File: config.mk
export PLATFORM = sky130hd
export DESIGN_NAME = record_path_noise_gate
export DESIGN_NICKNAME = d
export VERILOG_FILES = /design/src/rpng_pkg.sv /design/src/rpng_channel_proc.sv /design/src/record_path_noise_gate.sv
export SDC_FILE = /design/constraint.sdc
export NUM_CORES = 2
export LEC_CHECK = 0
export BUFFER_PORTS_ARGS = -buffer_cell sky130_fd_sc_hd__buf_2
export CORE_ASPECT_RATIO = 0.75
export CORE_MARGIN = 2
export CORE_UTILIZATION = 55
export CTS_CLUSTER_SIZE = 24
export DETAILED_ROUTE_END_ITERATION = 10
export PLACE_DENSITY = 0.72
export SYNTH_ARGS = -nofsm -noshare
export SYNTH_HDL_FRONTEND = slang
export SYNTH_SLANG_ARGS = --single-unit
export TNS_END_PERCENT = 5
File: constraint.sdc
create_clock -name ref_clk -period 28.3 [get_ports ref_clk]
set_input_delay 1.415 -clock ref_clk [delete_from_list [all_inputs] [get_ports ref_clk]]
set_output_delay 1.415 -clock ref_clk [all_outputs]
set_load 0.005 [all_outputs]
File: src/rpng_pkg.sv
`default_nettype none
package rpng_pkg;
   // register offsets on the control port
   localparam logic [15:0] ADDR_JACK_PIN_FUNCTION_CTRL = 16'h4008;
   localparam logic [15:0] ADDR_MIC_BIAS_CTRL = 16'h4010;
   localparam logic [15:0] ADDR_GAIN_CONTROL_THREE = 16'h4014;
   localparam logic [15:0] ADDR_CONVERTER_SETUP = 16'h4017;
   localparam logic [15:0] ADDR_CONVERTER_PATH_CTRL = 16'h4019;
   localparam logic [15:0] ADDR_LEFT_RECORD_VOLUME = 16'h401a;
   localparam logic [15:0] ADDR_RIGHT_RECORD_VOLUME = 16'h401b;
   localparam logic [15:0] ADDR_PROCESSOR_RUN_CTRL = 16'h40f6;

   // field positions
   localparam int PIN_FUNCTION_LSB = 4;
   localparam logic [1:0] PIN_FUNCTION_DIGMIC = 2'h2;
   localparam int MIC_SUPPLY_ENABLE_BIT = 0;
   localparam int MIC_SUPPLY_LEVEL_BIT = 2;
   localparam int MIC_SUPPLY_PERF_BIT = 3;
   localparam int GATE_TYPE_LSB = 6;
   localparam int GATE_ENABLE_BIT = 5;
   localparam int GATE_THRESHOLD_LSB = 0;
   localparam int OSR_SELECT_BIT = 3;
   localparam int SOURCE_SELECT_BIT = 2;
   localparam int HPF_ENABLE_BIT = 5;
   localparam int PROCESSOR_RUN_BIT = 0;

   // reset values
   localparam logic [7:0] RST_JACK_PIN_FUNCTION_CTRL = 8'h00;
   localparam logic [7:0] RST_MIC_BIAS_CTRL = 8'h00;
   localparam logic [7:0] RST_GAIN_CONTROL_THREE = 8'h00;
   localparam logic [7:0] RST_CONVERTER_SETUP = 8'h00;
   localparam logic [7:0] RST_CONVERTER_PATH_CTRL = 8'h20;
   localparam logic [7:0] RST_RECORD_VOLUME = 8'h00;
   localparam logic [7:0] RST_PROCESSOR_RUN_CTRL = 8'h00;

   // gate types
   localparam logic [1:0] GATE_TYPE_HOLD = 2'h0;
   localparam logic [1:0] GATE_TYPE_MUTE = 2'h1;
   localparam logic [1:0] GATE_TYPE_FADE = 2'h2;
   localparam logic [1:0] GATE_TYPE_FADE_MUTE = 2'h3;

   // timing
   localparam int CLK_HZ = 20_000_000;
   localparam int GATE_TIMEOUT_MS = 250;
   localparam int GATE_FADE_MS = 100;
   localparam int GATE_TIMEOUT_CYCLES = GATE_TIMEOUT_MS * (CLK_HZ / 1000);
   localparam int GATE_FADE_CYCLES = GATE_FADE_MS * (CLK_HZ / 1000);
   localparam int BCLK_HALF_CYCLES = 4;
   localparam int HPF_SHIFT = 12;
   localparam int OSR_LOW = 64;
   localparam int OSR_HIGH = 128;

   typedef struct packed {
      logic valid;
      logic [23:0] left;
      logic [23:0] right;
   } rpng_stereo_t;

   typedef enum {
      GATE_OPEN,
      GATE_WAIT,
      GATE_CLOSED
   } rpng_gate_state_t;
endpackage : rpng_pkg
`default_nettype wire

File: src/rpng_channel_proc.sv
`default_nettype none
module rpng_channel_proc #(
   parameter int HPF_SHIFT = rpng_pkg::HPF_SHIFT
) (
   input wire logic ref_clk,
   input wire logic rst,
   input wire logic sampleValid,
   input wire logic [23:0] sampleIn,
   input wire logic [7:0] volume,
   input wire logic hpfEnable,
   input wire logic mute,
   output logic sampleValid_r,
   output logic [23:0] sample_r
);
   logic signed [35:0] dcEst_r;
   logic signed [35:0] wideIn;
   logic signed [35:0] hpfOut;
   logic signed [23:0] filtered;
   logic signed [33:0] scaled;

   always_comb begin
      wideIn = {{12{sampleIn[23]}}, sampleIn} <<< HPF_SHIFT;
      hpfOut = (wideIn - dcEst_r) >>> HPF_SHIFT;
      filtered = hpfEnable ? hpfOut[23:0] : sampleIn;
      // one volume step removes 1/256 of the sample; 255 leaves almost nothing
      scaled = (filtered * $signed({1'b0, 9'(9'h100 - {1'b0, volume})})) >>> 8;
   end

   // leaky integrator tracks the dc level; the slow shift keeps the corner low
   always_ff @(posedge ref_clk or posedge rst) begin
      if (rst) begin
         dcEst_r <= '0;
      end else if (sampleValid && hpfEnable) begin
         dcEst_r <= dcEst_r + ((wideIn - dcEst_r) >>> HPF_SHIFT);
      end
   end

   always_ff @(posedge ref_clk or posedge rst) begin
      if (rst) begin
         sampleValid_r <= 1'b0;
         sample_r <= 24'h000000;
      end else begin
         sampleValid_r <= sampleValid;
         if (sampleValid) begin
            sample_r <= mute ? 24'h000000 : scaled[23:0];
         end
      end
   end
endmodule : rpng_channel_proc
`default_nettype wire

File: src/record_path_noise_gate.sv
`default_nettype none
module record_path_noise_gate #(
   parameter int GATE_TIMEOUT_CYCLES = rpng_pkg::GATE_TIMEOUT_CYCLES,
   parameter int GATE_FADE_CYCLES = rpng_pkg::GATE_FADE_CYCLES,
   parameter int BCLK_HALF_CYCLES = rpng_pkg::BCLK_HALF_CYCLES,
   parameter int GAIN_WIDTH = 6
) (
   input wire logic ref_clk,
   input wire logic rst,
   input wire logic [15:0] regAddr,
   input wire logic [7:0] regWrData,
   input wire logic regWrite,
   input wire logic regRead,
   output logic [7:0] regRdData,
   input wire rpng_pkg::rpng_stereo_t converterIn,
   input wire logic [GAIN_WIDTH-1:0] alcGainIn,
   input wire logic detect_or_digmic_pin,
   output logic bclkOut,
   output rpng_pkg::rpng_stereo_t recordOut,
   output logic [GAIN_WIDTH-1:0] pgaGainOut,
   output logic gainHoldOut,
   output logic gateActiveOut,
   output logic jackDetectEnable,
   output logic mic_supply_output,
   output logic micSupplyHighPerf,
   output logic micSupplyLevelSel,
   output logic osr128Out
);
   localparam int TIMER_W = $clog2(GATE_TIMEOUT_CYCLES + 1);
   localparam int FADE_W = $clog2(GATE_FADE_CYCLES + 1);
   localparam int FADE_STEP = (GATE_FADE_CYCLES >> GAIN_WIDTH) > 0 ?
                              (GATE_FADE_CYCLES >> GAIN_WIDTH) : 1;
   localparam int BCLK_W = $clog2(BCLK_HALF_CYCLES + 1);
   localparam int STEP_W = $clog2(FADE_STEP + 1);

   ////////////////////////////////////////////////////////////////////////////
   // registers
   logic [7:0] jackPinCtrl_r;
   logic [7:0] micBiasCtrl_r;
   logic [7:0] gainControlThree_r;
   logic [7:0] converterSetup_r;
   logic [7:0] converterPathCtrl_r;
   logic [7:0] leftVolume_r;
   logic [7:0] rightVolume_r;
   logic [7:0] runCtrl_r;
   logic [7:0] regRdData_r;

   logic [1:0] pin_function_select;
   logic processor_run_bit;
   logic record_source_select;
   logic [1:0] gate_type;
   logic gate_enable;
   logic [4:0] gate_threshold;
   logic osr128;
   logic hpfEnable;
   logic digmicAllowed;

   always_comb begin
      pin_function_select = jackPinCtrl_r[rpng_pkg::PIN_FUNCTION_LSB +: 2];
      processor_run_bit = runCtrl_r[rpng_pkg::PROCESSOR_RUN_BIT];
      record_source_select = converterPathCtrl_r[rpng_pkg::SOURCE_SELECT_BIT];
      gate_type = gainControlThree_r[rpng_pkg::GATE_TYPE_LSB +: 2];
      gate_enable = gainControlThree_r[rpng_pkg::GATE_ENABLE_BIT];
      gate_threshold = gainControlThree_r[rpng_pkg::GATE_THRESHOLD_LSB +: 5];
      osr128 = converterSetup_r[rpng_pkg::OSR_SELECT_BIT];
      hpfEnable = converterPathCtrl_r[rpng_pkg::HPF_ENABLE_BIT];
      digmicAllowed = (pin_function_select == rpng_pkg::PIN_FUNCTION_DIGMIC) &&
                      processor_run_bit;
   end

   always_ff @(posedge ref_clk or posedge rst) begin
      if (rst) begin
         jackPinCtrl_r <= rpng_pkg::RST_JACK_PIN_FUNCTION_CTRL;
         micBiasCtrl_r <= rpng_pkg::RST_MIC_BIAS_CTRL;
         gainControlThree_r <= rpng_pkg::RST_GAIN_CONTROL_THREE;
         converterSetup_r <= rpng_pkg::RST_CONVERTER_SETUP;
         converterPathCtrl_r <= rpng_pkg::RST_CONVERTER_PATH_CTRL;
         leftVolume_r <= rpng_pkg::RST_RECORD_VOLUME;
         rightVolume_r <= rpng_pkg::RST_RECORD_VOLUME;
         runCtrl_r <= rpng_pkg::RST_PROCESSOR_RUN_CTRL;
      end else if (regWrite) begin
         unique case (regAddr)
            rpng_pkg::ADDR_JACK_PIN_FUNCTION_CTRL: jackPinCtrl_r <= regWrData;
            rpng_pkg::ADDR_MIC_BIAS_CTRL: micBiasCtrl_r <= regWrData;
            rpng_pkg::ADDR_GAIN_CONTROL_THREE: gainControlThree_r <= regWrData;
            rpng_pkg::ADDR_CONVERTER_SETUP: converterSetup_r <= regWrData;
            rpng_pkg::ADDR_CONVERTER_PATH_CTRL: converterPathCtrl_r <= regWrData;
            rpng_pkg::ADDR_LEFT_RECORD_VOLUME: leftVolume_r <= regWrData;
            rpng_pkg::ADDR_RIGHT_RECORD_VOLUME: rightVolume_r <= regWrData;
            rpng_pkg::ADDR_PROCESSOR_RUN_CTRL: runCtrl_r <= regWrData;
            default: begin
            end
         endcase
      end
   end

   // read data is captured one edge after the read strobe; unmapped reads give zero
   always_ff @(posedge ref_clk or posedge rst) begin
      if (rst) begin
         regRdData_r <= 8'h00;
      end else if (regRead) begin
         unique case (regAddr)
            rpng_pkg::ADDR_JACK_PIN_FUNCTION_CTRL: regRdData_r <= jackPinCtrl_r;
            rpng_pkg::ADDR_MIC_BIAS_CTRL: regRdData_r <= micBiasCtrl_r;
            rpng_pkg::ADDR_GAIN_CONTROL_THREE: regRdData_r <= gainControlThree_r;
            rpng_pkg::ADDR_CONVERTER_SETUP: regRdData_r <= converterSetup_r;
            rpng_pkg::ADDR_CONVERTER_PATH_CTRL: regRdData_r <= converterPathCtrl_r;
            rpng_pkg::ADDR_LEFT_RECORD_VOLUME: regRdData_r <= leftVolume_r;
            rpng_pkg::ADDR_RIGHT_RECORD_VOLUME: regRdData_r <= rightVolume_r;
            rpng_pkg::ADDR_PROCESSOR_RUN_CTRL: regRdData_r <= runCtrl_r;
            default: regRdData_r <= 8'h00;
         endcase
      end
   end

   ////////////////////////////////////////////////////////////////////////////
   // static control outputs
   logic jackDetectEnable_r;
   logic micSupplyEnable_r;
   logic micSupplyHighPerf_r;
   logic micSupplyLevelSel_r;
   logic osr128_r;

   always_ff @(posedge ref_clk or posedge rst) begin
      if (rst) begin
         jackDetectEnable_r <= 1'b0;
         micSupplyEnable_r <= 1'b0;
         micSupplyHighPerf_r <= 1'b0;
         micSupplyLevelSel_r <= 1'b0;
         osr128_r <= 1'b0;
      end else begin
         jackDetectEnable_r <= pin_function_select != rpng_pkg::PIN_FUNCTION_DIGMIC;
         micSupplyEnable_r <= micBiasCtrl_r[rpng_pkg::MIC_SUPPLY_ENABLE_BIT];
         micSupplyHighPerf_r <= micBiasCtrl_r[rpng_pkg::MIC_SUPPLY_PERF_BIT];
         micSupplyLevelSel_r <= micBiasCtrl_r[rpng_pkg::MIC_SUPPLY_LEVEL_BIT];
         osr128_r <= osr128;
      end
   end

   ////////////////////////////////////////////////////////////////////////////
   // bit clock and microphone decimation
   logic [BCLK_W-1:0] bclkCnt_r;
   logic bclk_r;
   logic bclkRise;
   logic pinMeta_r;
   logic pinSync_r;
   logic [7:0] onesCnt_r;
   logic [7:0] bitCnt_r;
   logic digmicValid_r;
   logic [23:0] digmicSample_r;
   logic [7:0] osrBits;
   logic [7:0] onesNext;
   logic signed [23:0] centered;

   // bit clock runs only while the microphone may be used, so it is quiet otherwise
   always_ff @(posedge ref_clk or posedge rst) begin
      if (rst) begin
         bclkCnt_r <= '0;
         bclk_r <= 1'b0;
      end else if (!digmicAllowed) begin
         bclkCnt_r <= '0;
         bclk_r <= 1'b0;
      end else if (bclkCnt_r == BCLK_W'(BCLK_HALF_CYCLES - 1)) begin
         bclkCnt_r <= '0;
         bclk_r <= ~bclk_r;
      end else begin
         bclkCnt_r <= bclkCnt_r + 1'b1;
      end
   end

   assign bclkRise = digmicAllowed && !bclk_r &&
                     (bclkCnt_r == BCLK_W'(BCLK_HALF_CYCLES - 1));

   always_ff @(posedge ref_clk or posedge rst) begin
      if (rst) begin
         pinMeta_r <= 1'b0;
         pinSync_r <= 1'b0;
      end else begin
         pinMeta_r <= detect_or_digmic_pin;
         pinSync_r <= pinMeta_r;
      end
   end

   always_comb begin
      osrBits = osr128 ? 8'(rpng_pkg::OSR_HIGH) : 8'(rpng_pkg::OSR_LOW);
      onesNext = onesCnt_r + {7'h00, pinSync_r};
      centered = 24'($signed({1'b0, onesNext}) - $signed({1'b0, osrBits >> 1}));
   end

   // ones density over one oversampling window becomes one pcm sample
   always_ff @(posedge ref_clk or posedge rst) begin
      if (rst) begin
         onesCnt_r <= 8'h00;
         bitCnt_r <= 8'h00;
         digmicValid_r <= 1'b0;
         digmicSample_r <= 24'h000000;
      end else begin
         digmicValid_r <= 1'b0;
         if (!digmicAllowed) begin
            onesCnt_r <= 8'h00;
            bitCnt_r <= 8'h00;
         end else if (bclkRise) begin
            if (bitCnt_r >= osrBits - 8'h01) begin
               onesCnt_r <= 8'h00;
               bitCnt_r <= 8'h00;
               digmicValid_r <= 1'b1;
               if (onesNext == osrBits) begin
                  digmicSample_r <= 24'h7fffff;
               end else begin
                  digmicSample_r <= osr128 ? centered <<< 16 : centered <<< 17;
               end
            end else begin
               onesCnt_r <= onesNext;
               bitCnt_r <= bitCnt_r + 8'h01;
            end
         end
      end
   end

   ////////////////////////////////////////////////////////////////////////////
   // shared decimator input: exactly one source reaches the channels
   logic srcValid;
   logic [23:0] srcLeft;
   logic [23:0] srcRight;

   always_comb begin
      if (record_source_select) begin
         srcValid = digmicValid_r;
         srcLeft = digmicSample_r;
         srcRight = digmicSample_r;
      end else begin
         srcValid = converterIn.valid;
         srcLeft = converterIn.left;
         srcRight = converterIn.right;
      end
   end

   ////////////////////////////////////////////////////////////////////////////
   // noise gate
   rpng_pkg::rpng_gate_state_t gateState_r;
   logic [TIMER_W-1:0] timer_r;
   logic [FADE_W-1:0] fadeCnt_r;
   logic [STEP_W-1:0] stepCnt_r;
   logic fadeDone_r;
   logic [GAIN_WIDTH-1:0] pgaGain_r;
   logic gainHold_r;
   logic gateActive_r;
   logic [23:0] magLeft;
   logic [23:0] magRight;
   logic [23:0] level;
   logic [24:0] enterLevel;
   logic [24:0] exitLevel;
   logic [4:0] shiftAmt;
   logic muteNow;

   always_comb begin
      magLeft = srcLeft[23] ? 24'(-srcLeft) : srcLeft;
      magRight = srcRight[23] ? 24'(-srcRight) : srcRight;
      level = (magLeft > magRight) ? magLeft : magRight;
      shiftAmt = (gate_threshold > 5'h16) ? 5'h16 : gate_threshold;
      enterLevel = 25'h0000001 << shiftAmt;
      exitLevel = enterLevel << 1;
   end

   always_ff @(posedge ref_clk or posedge rst) begin
      if (rst) begin
         gateState_r <= rpng_pkg::GATE_OPEN;
         timer_r <= '0;
      end else if (!gate_enable) begin
         gateState_r <= rpng_pkg::GATE_OPEN;
         timer_r <= '0;
      end else begin
         unique case (gateState_r)
            rpng_pkg::GATE_OPEN: begin
               timer_r <= '0;
               if (srcValid && ({1'b0, level} < enterLevel)) begin
                  gateState_r <= rpng_pkg::GATE_WAIT;
               end
            end
            rpng_pkg::GATE_WAIT: begin
               if (srcValid && ({1'b0, level} >= enterLevel)) begin
                  gateState_r <= rpng_pkg::GATE_OPEN;
                  timer_r <= '0;
               end else if (timer_r == TIMER_W'(GATE_TIMEOUT_CYCLES - 1)) begin
                  gateState_r <= rpng_pkg::GATE_CLOSED;
               end else begin
                  timer_r <= timer_r + 1'b1;
               end
            end
            rpng_pkg::GATE_CLOSED: begin
               if (srcValid && ({1'b0, level} >= exitLevel)) begin
                  gateState_r <= rpng_pkg::GATE_OPEN;
                  timer_r <= '0;
               end
            end
         endcase
      end
   end

   // the fade walks the gain down one code per step across the fade interval
   always_ff @(posedge ref_clk or posedge rst) begin
      if (rst) begin
         fadeCnt_r <= '0;
         stepCnt_r <= '0;
         fadeDone_r <= 1'b0;
         pgaGain_r <= '0;
         gainHold_r <= 1'b0;
      end else if (gateState_r != rpng_pkg::GATE_CLOSED) begin
         fadeCnt_r <= '0;
         stepCnt_r <= '0;
         fadeDone_r <= 1'b0;
         pgaGain_r <= alcGainIn;
         gainHold_r <= 1'b0;
      end else begin
         unique case (gate_type)
            rpng_pkg::GATE_TYPE_HOLD: gainHold_r <= 1'b1;
            rpng_pkg::GATE_TYPE_MUTE: begin
               gainHold_r <= 1'b0;
               pgaGain_r <= alcGainIn;
            end
            rpng_pkg::GATE_TYPE_FADE, rpng_pkg::GATE_TYPE_FADE_MUTE: begin
               gainHold_r <= 1'b1;
               if (fadeCnt_r == FADE_W'(GATE_FADE_CYCLES - 1)) begin
                  fadeDone_r <= 1'b1;
               end else begin
                  fadeCnt_r <= fadeCnt_r + 1'b1;
               end
               if (stepCnt_r == STEP_W'(FADE_STEP - 1)) begin
                  stepCnt_r <= '0;
                  if (pgaGain_r != '0) begin
                     pgaGain_r <= pgaGain_r - 1'b1;
                  end
               end else begin
                  stepCnt_r <= stepCnt_r + 1'b1;
               end
            end
         endcase
      end
   end

   always_comb begin
      muteNow = (gateState_r == rpng_pkg::GATE_CLOSED) &&
                ((gate_type == rpng_pkg::GATE_TYPE_MUTE) ||
                 ((gate_type == rpng_pkg::GATE_TYPE_FADE_MUTE) && fadeDone_r));
   end

   always_ff @(posedge ref_clk or posedge rst) begin
      if (rst) begin
         gateActive_r <= 1'b0;
      end else begin
         gateActive_r <= gateState_r == rpng_pkg::GATE_CLOSED;
      end
   end

   ////////////////////////////////////////////////////////////////////////////
   // per-channel volume, dc removal and mute
   logic leftValid_r;
   logic [23:0] leftSample_r;
   logic [23:0] rightSample_r;

   rpng_channel_proc u_left (
      .ref_clk(ref_clk),
      .rst(rst),
      .sampleValid(srcValid),
      .sampleIn(srcLeft),
      .volume(leftVolume_r),
      .hpfEnable(hpfEnable),
      .mute(muteNow),
      .sampleValid_r(leftValid_r),
      .sample_r(leftSample_r)
   );

   rpng_channel_proc u_right (
      .ref_clk(ref_clk),
      .rst(rst),
      .sampleValid(srcValid),
      .sampleIn(srcRight),
      .volume(rightVolume_r),
      .hpfEnable(hpfEnable),
      .mute(muteNow),
      .sampleValid_r(),
      .sample_r(rightSample_r)
   );

   ////////////////////////////////////////////////////////////////////////////
   // outputs
   assign regRdData = regRdData_r;
   assign bclkOut = bclk_r;
   assign recordOut.valid = leftValid_r;
   assign recordOut.left = leftSample_r;
   assign recordOut.right = rightSample_r;
   assign pgaGainOut = pgaGain_r;
   assign gainHoldOut = gainHold_r;
   assign gateActiveOut = gateActive_r;
   assign jackDetectEnable = jackDetectEnable_r;
   assign mic_supply_output = micSupplyEnable_r;
   assign micSupplyHighPerf = micSupplyHighPerf_r;
   assign micSupplyLevelSel = micSupplyLevelSel_r;
   assign osr128Out = osr128_r;
endmodule : record_path_noise_gate
`default_nettype wire

# Word-level counts from Yosys, hierarchy flattened

Index checks and enable logic that the tools add are counted.

Register bits: 345
Latch bits: 0
Memory bits (writable): 0
Bits in read-only memories: 0
Input bits: 84
Output and inout bits: 71
Word-level logic and storage cells: 180
Memories kept: 0

Add/subtract/negate cells: 17
Multiply operators: 2
Divide/modulo/power cells: 0
Magnitude comparators: 6
Equal/unequal tests: 31
Shift-type cells: 1
Mux-type cells: 54
Bitwise gates (word level): 1
Reduce and logical (&&, ||, !) cells: 33

Operators with widths:

| operator              | number |
|---|---|
| $mux 24               | 11 |
| $mux 32               | 5 |
| $eq 16x15->1 const B  | 8 |
| $pmux 32 s3           | 1 |
| $mux 23               | 4 |
| $add 36x24->36        | 2 |
| $sub 36x36->36        | 2 |
| $pmux 23 s3           | 1 |
| $mul 24x10->32        | 2 |
| $pmux 8 s8            | 1 |
| $mux 21               | 3 |
| $mux 8                | 7 |
| $ge 24x25->1          | 2 |
| $neg 24->24           | 2 |
| $mux 15               | 3 |
| $eq 32x1->1 const B   | 1 |
| $eq 32x2->1 const B   | 1 |
| $eq 32x3->1 const B   | 1 |
| $logic_not 32->1      | 1 |
| $ne 32x3->1 const B   | 1 |
| $lt 24x25->1          | 1 |
| $shl 1x5->25 const A  | 1 |
| $gt 24x24->1          | 1 |
| $add 23x1->23 const B | 1 |
| other kinds (40)      | 82 |

# Logic depth before layout (Yosys ltp)

Word-level depth: 10
Mapped depth: 41
Mapped depth without buffers: 38

# Modules after synthesis

Synthesis repeated with hierarchy kept, for this count alone.

Cells, all modules: 4,320
Area, all modules: 37,711.2 um^2

By module, submodules not included:

| module                      | instances | cells an instance | area each (um^2) | seq. area each (um^2) |
|---|---|---|---|---|
| record_path_noise_gate      | 1         | 1,405             | 12,718.4         | 4,480.5 |
| rpng_channel_proc (u_right) | 1         | 1,466             | 12,547.0         | 1,526.5 |
| rpng_channel_proc (u_left)  | 1         | 1,449             | 12,445.7         | 1,526.5 |

# Least setup slack after synthesis

No wires, ideal clock.

Path kind: in2reg
Start point: input port converterIn[0] in the netlist's numbering
End point: register u_right.sample_r[16]
Library setup time: 0.122 ns
Arrival: 8.937 ns
Data required time: 28.178 ns
Setup slack: 19.241 ns
Stages on the path: 34
Path buffers: 0
Cell sequence: mux2_2 -> ha_1 -> a41oi_1 -> o21ba_2 -> nor3b_1 -> o31ai_1 -> and2_1 -> o21ai_0 -> a21oi_1 -> xnor2_1 -> nand2_1 -> o21ai_1 -> nand2_1 -> fa_1 -> inv_1 -> fa_1 -> fa_1 -> fa_1 -> inv_1 -> fa_1 -> inv_1 -> ha_1 -> a21o_1 -> a21o_1 -> a21oi_1 -> a21oi_1 -> o311ai_0 -> o31ai_2 -> a21oi_2 -> nor2b_1 -> nor2_1 -> nor2b_1 -> or3_1 -> a32o_1

Word-level cells in the longest chain between the ends: 5

RTL lines:

| element              | RTL line                      | source |
|---|---|---|
| start, declared      | record_path_noise_gate.sv:15  | `input wire rpng_pkg::rpng_stereo_t converterIn,` |
| $mux 24 *            | record_path_noise_gate.sv:227 | `if (record_source_select) begin` |
| $sub 36x36->36       | rpng_channel_proc.sv:23       | `hpfOut = (wideIn - dcEst_r) >>> HPF_SHIFT;` |
| $mux 24 *            | rpng_channel_proc.sv:24       | `filtered = hpfEnable ? hpfOut[23:0] : sampleIn;` |
| $mul 24x10->32 *     | rpng_channel_proc.sv:26       | `scaled = (filtered * $signed({1'b0, 9'(9'h100 - {1'b0, volume})})) >>> 8;` |
| $mux 24 *            | rpng_channel_proc.sv:45       | `sample_r <= mute ? 24'h000000 : scaled[23:0];` |
| end signal, assigned | rpng_channel_proc.sv:45       |  |
| end, declared        | rpng_channel_proc.sv:13       | `output logic [23:0] sample_r` |

Mark *: on every way between the ends. The rest lies on a longest branch, timed or not.
A chain may end at the register's enable or synchronous reset.

# Final worst setup path

Start point: register converterPathCtrl_r[2]
End point: register u_right.sample_r[16]

Word-level cells in the longest chain between the ends: 5
Elaborated cells on any way between the ends: 6
Those cells by class: 1 x add/sub; 1 x mul; 4 x mux

RTL lines:

| element                | RTL line                      | source |
|---|---|---|
| start, declared        | record_path_noise_gate.sv:42  | `logic [7:0] converterPathCtrl_r;` |
| start signal, assigned | record_path_noise_gate.sv:77  | `converterPathCtrl_r <= rpng_pkg::RST_CONVERTER_PATH_CTRL;` |
| start signal, assigned | record_path_noise_gate.sv:87  | `rpng_pkg::ADDR_CONVERTER_PATH_CTRL: converterPathCtrl_r <= regWrData;` |
| $mux 24                | record_path_noise_gate.sv:227 |  |
| $sub 36x36->36         | rpng_channel_proc.sv:23       |  |
| $mux 24                | rpng_channel_proc.sv:24       |  |
| $mul 24x10->32         | rpng_channel_proc.sv:26       |  |
| $mux 24                | rpng_channel_proc.sv:45       |  |

Parallel ways exist; a longest one is shown, timed or not.

==> results.sh <==
export IMPL_status="finished, final reports clean"
export IMPL_syn_cell_area_um2=37000
export IMPL_fin_tns_setup_ps=0
export IMPL_synth_edf_count=0
export IMPL_max_cap_violations=0
export IMPL_grt_pass1_vias=30641
export IMPL_yosys_register_bits=300
export IMPL_rsz0062_at_grt="false"
export IMPL_cpPeakStageDelay_ps=580
export IMPL_drt_total_wl_mm=98.9
export IMPL_nets=5217
export IMPL_max_slew_margin_pct=22.3
export IMPL_drive_gt1_share_pct=8.83
export IMPL_dieHeight_um=229
export IMPL_cp_start_kind="flop"
export IMPL_drt_met1_wl_mm=45.4
export IMPL_async_reset_ff_share_pct=100
export IMPL_drt_iter0_markers=2740
export IMPL_hpwl_mm=77.7
export IMPL_routed_wl_met3_mm=7.21
export IMPL_cts_hold_buf=0
export IMPL_io_buffer_count=154
export IMPL_fmaxAchievable_mhz=96.8
export IMPL_layout_min_cycle_time_ps=10330
export IMPL_synth_simple_area_share_pct=17.0
export IMPL_syn_avg_cell_area_um2=8.53
export IMPL_synth_compound_area_share_pct=15.8
export IMPL_die_width_um=303
export IMPL_antenna_found_initial=3
export IMPL_synthXorXnorAreaFrac_pct=6.28
export IMPL_synth_cell_types=90
export IMPL_critPathMaxFanout=46
export IMPL_dieArea_um2=69300
export IMPL_cts_buffers_inserted=34
export IMPL_seq_area_frac_synth_pct=20.3
export IMPL_clk_pin_slew_worst_paths_ps=70
export IMPL_cts_htree_levels=2
export IMPL_worstSetupPathType="reg2reg"
export IMPL_dp_cells=5287
export IMPL_cts_setup_buffers=0
export IMPL_synth_area_leaders="dfrtp_1 20%, fa_1 18%, ha_1 12%"
export IMPL_drv_slew=0
export IMPL_worstMarginPinSlew_ps=1150
export IMPL_ant_nets=0
export IMPL_top_layer_used="met4"
export IMPL_initial_core_util_pct=55.4
export IMPL_skew_ps=17.2
export IMPL_synth_fa_ha_area_share_pct=30.3
export IMPL_cts_sink_count=300
export IMPL_powerDensity_nw_per_um2=50.2
export IMPL_final_setup_viol_count=0
export IMPL_min_path_type="reg2reg"
export IMPL_coreArea_um2=66700
export IMPL_ir_drop_uv=67.5
export IMPL_vias=31125
export IMPL_wl_per_cell_um=18.5
export IMPL_reg2reg_depth=36
export IMPL_netlist_top_cell_by_area="dfrtp_1"
export IMPL_min_path_cells=0
export IMPL_clk_latency_ps=580
export IMPL_place_congestion=0.961
export IMPL_rows=82
export IMPL_area_growth_pct=8.34
export IMPL_worstPathRequired_ps=28770
export IMPL_ctsResizeCount=0
export IMPL_clock_path_buffers=3
export IMPL_leakage_nw=20.3
export IMPL_cts_root_buf="clkbuf_16"
export IMPL_ys_flop_type="dfrtp_1"
export IMPL_cts_tree="yes"
export IMPL_synth_top_family_by_area="adder cells"
export IMPL_grt_pass1_wl_mm=164
export IMPL_grtUsageTotal_pct=29.2
export IMPL_postLayoutCoreUtil_pct=60.0
export IMPL_cp_arrival_ps=10790
export IMPL_ioPinCount=155
export IMPL_cp_top_family="adder cells"
export IMPL_overflow=0
export IMPL_hold_viol=0
export IMPL_endpoint_kind="flop"
export IMPL_layout_worst_path_cycle_share_pct=36.5
export IMPL_yosysTopAreaCellShare_pct=20.2
export IMPL_drt_pass1_iterations=6
export IMPL_slowest_stage="a21oi_1"
export IMPL_yosys_warnings=0
export IMPL_vias_per_cell=5.82
export IMPL_critical_path_buf_inv_count=7
export IMPL_muxShareOfSynthArea_pct=3.22
export IMPL_grt_max_degree=113
export IMPL_routed_wl_met2_mm=44.0
export IMPL_synth_nets=5108
export IMPL_stdcell_count=5348
export IMPL_worst_path_stages=36
export IMPL_syn_inst=4332
export IMPL_drc=0
[area by class of cell]
type / instances / area [um2]
antenna: 2 / 5.00
clock buffer: 43 / 905
clock inverter: 16 / 287
fill: 5872 / 26600
inverter: 566 / 2130
multi-input combinational: 3330 / 26900
sequential: 300 / 7510
tap: 882 / 1100
timing repair buffer: 209 / 1180
[per-layer routing]
metal,up-vias,global-route usage (%)
li1,14728,-
met1,15180,42.5
met2,1068,45.5
met3,149,4.89
met4,0,6.99
met5,-,0
[kinds of logic (layout without fill, tap and decap cells)]
kind of cell	count (synthesis)	after routing
AOI/OAI and AO/OA	916	916
muxes	108	108
and+or+nand+nor	1348	1348
xor gates and xnor gates	265	265
DFF	300	300
adders and majority gates	692	692
other	1	3
buffers and inverters	702	834
[power breakdown]
group / switching (mW) / total [mW] / leakage, nW / internal, mW
clock: 0.203 / 0.489 / 0.572 / 0.285
sequential: 0.0146 / 0.470 / 4.05 / 0.456
combinational: 0.585 / 1.05 / 15.7 / 0.467
[registers in the layout, indices dropped and copies added (netlist names), 2 cells and up]
name / flops
timer_r: 23
gainControlThree_r: 8
converterPathCtrl_r: 8
rightVolume_r: 8
fadeCnt_r: 21
u_right.dcEst_r: 36
onesCnt_r: 8
bclkCnt_r: 3
gateState_r: 2
bitCnt_r: 8
micBiasCtrl_r: 8
digmicSample_r: 9
pgaGainOut: 6
leftVolume_r: 8
runCtrl_r: 8
stepCnt_r: 15
u_left.dcEst_r: 36
jackPinCtrl_r: 8
u_left.sample_r: 24
converterSetup_r: 8
u_right.sample_r: 24
regRdData: 8
[cell usage after synthesis, types with 9 or more instances]
master	number
nor4_1	18
mux2i_1	21
nand3_1	79
a21o_1	137
and2_1	48
nor3b_1	10
o21ai_1	21
o21bai_1	21
a22o_1	46
mux2_2	87
a221oi_1	10
nand4_1	38
buf_1	10
o22ai_1	11
a222oi_1	9
fa_1	337
xor2_1	81
xnor2_1	184
a21oi_1	210
a31oi_1	17
nand2_1	565
or4_1	9
nor2_1	279
o31ai_1	17
a21boi_0	11
dfrtp_1	299
o21ai_0	283
inv_1	565
or3_1	22
o21a_1	20
nor3_1	62
ha_1	355
clkbuf_1	125
a211oi_1	18
nand2b_1	55
and3_1	43
nor2b_1	77
[worst paths after layout]
kind | end | slack (ps) | startpoint
setup / recovery | u_right.sample_r[16] | 17970 | converterPathCtrl_r[2]
hold / removal | pinSync_r | 350 | pinMeta_r
setup reg to reg | u_right.sample_r[16] | 17970 | converterPathCtrl_r[2]
hold reg to reg | pinSync_r | 350 | pinMeta_r
max in group asynchronous | u_right.dcEst_r[4] | 25110 | rst
min in group asynchronous | jackPinCtrl_r[4] | 990 | rst
[cell usage in the layout (no fill, tap or decap), types with 11 or more instances in the layout]
cell type / instances
a31oi_1: 16
a22o_1: 46
a21o_1: 137
o22ai_1: 11
nor3_1: 62
buf_2: 154
xnor2_1: 178
inv_1: 564
or3_1: 22
mux2i_1: 20
o21ai_0: 283
o21bai_1: 21
o21ai_1: 21
fa_1: 337
a21oi_1: 210
nor2_1: 278
o31ai_1: 16
a21boi_0: 11
and3_1: 43
xor2_1: 79
nor4_1: 18
o21a_1: 20
nand2_1: 564
dfrtp_1: 298
a211oi_1: 18
ha_1: 355
nand2b_1: 55
nand4_1: 38
nand3_1: 79
and2_1: 48
mux2_2: 87
nor2b_1: 77
clkbuf_16: 34
buf_4: 55
[metrics by stage]
stage	total power, mW	worst slack, ps	hold WS, ps	instance area, um2
2_1_floorplan	1.29	18600	331	37000
5_1_grt	2.19	17440	365	40000
4_1_cts	2.02	18190	356	40000
6_report	2.01	17970	350	40000
3_3_place_gp	1.50	18120	334	38800
3_5_place_dp	1.53	18020	345	38800
(Power assumes the default switching activity.)
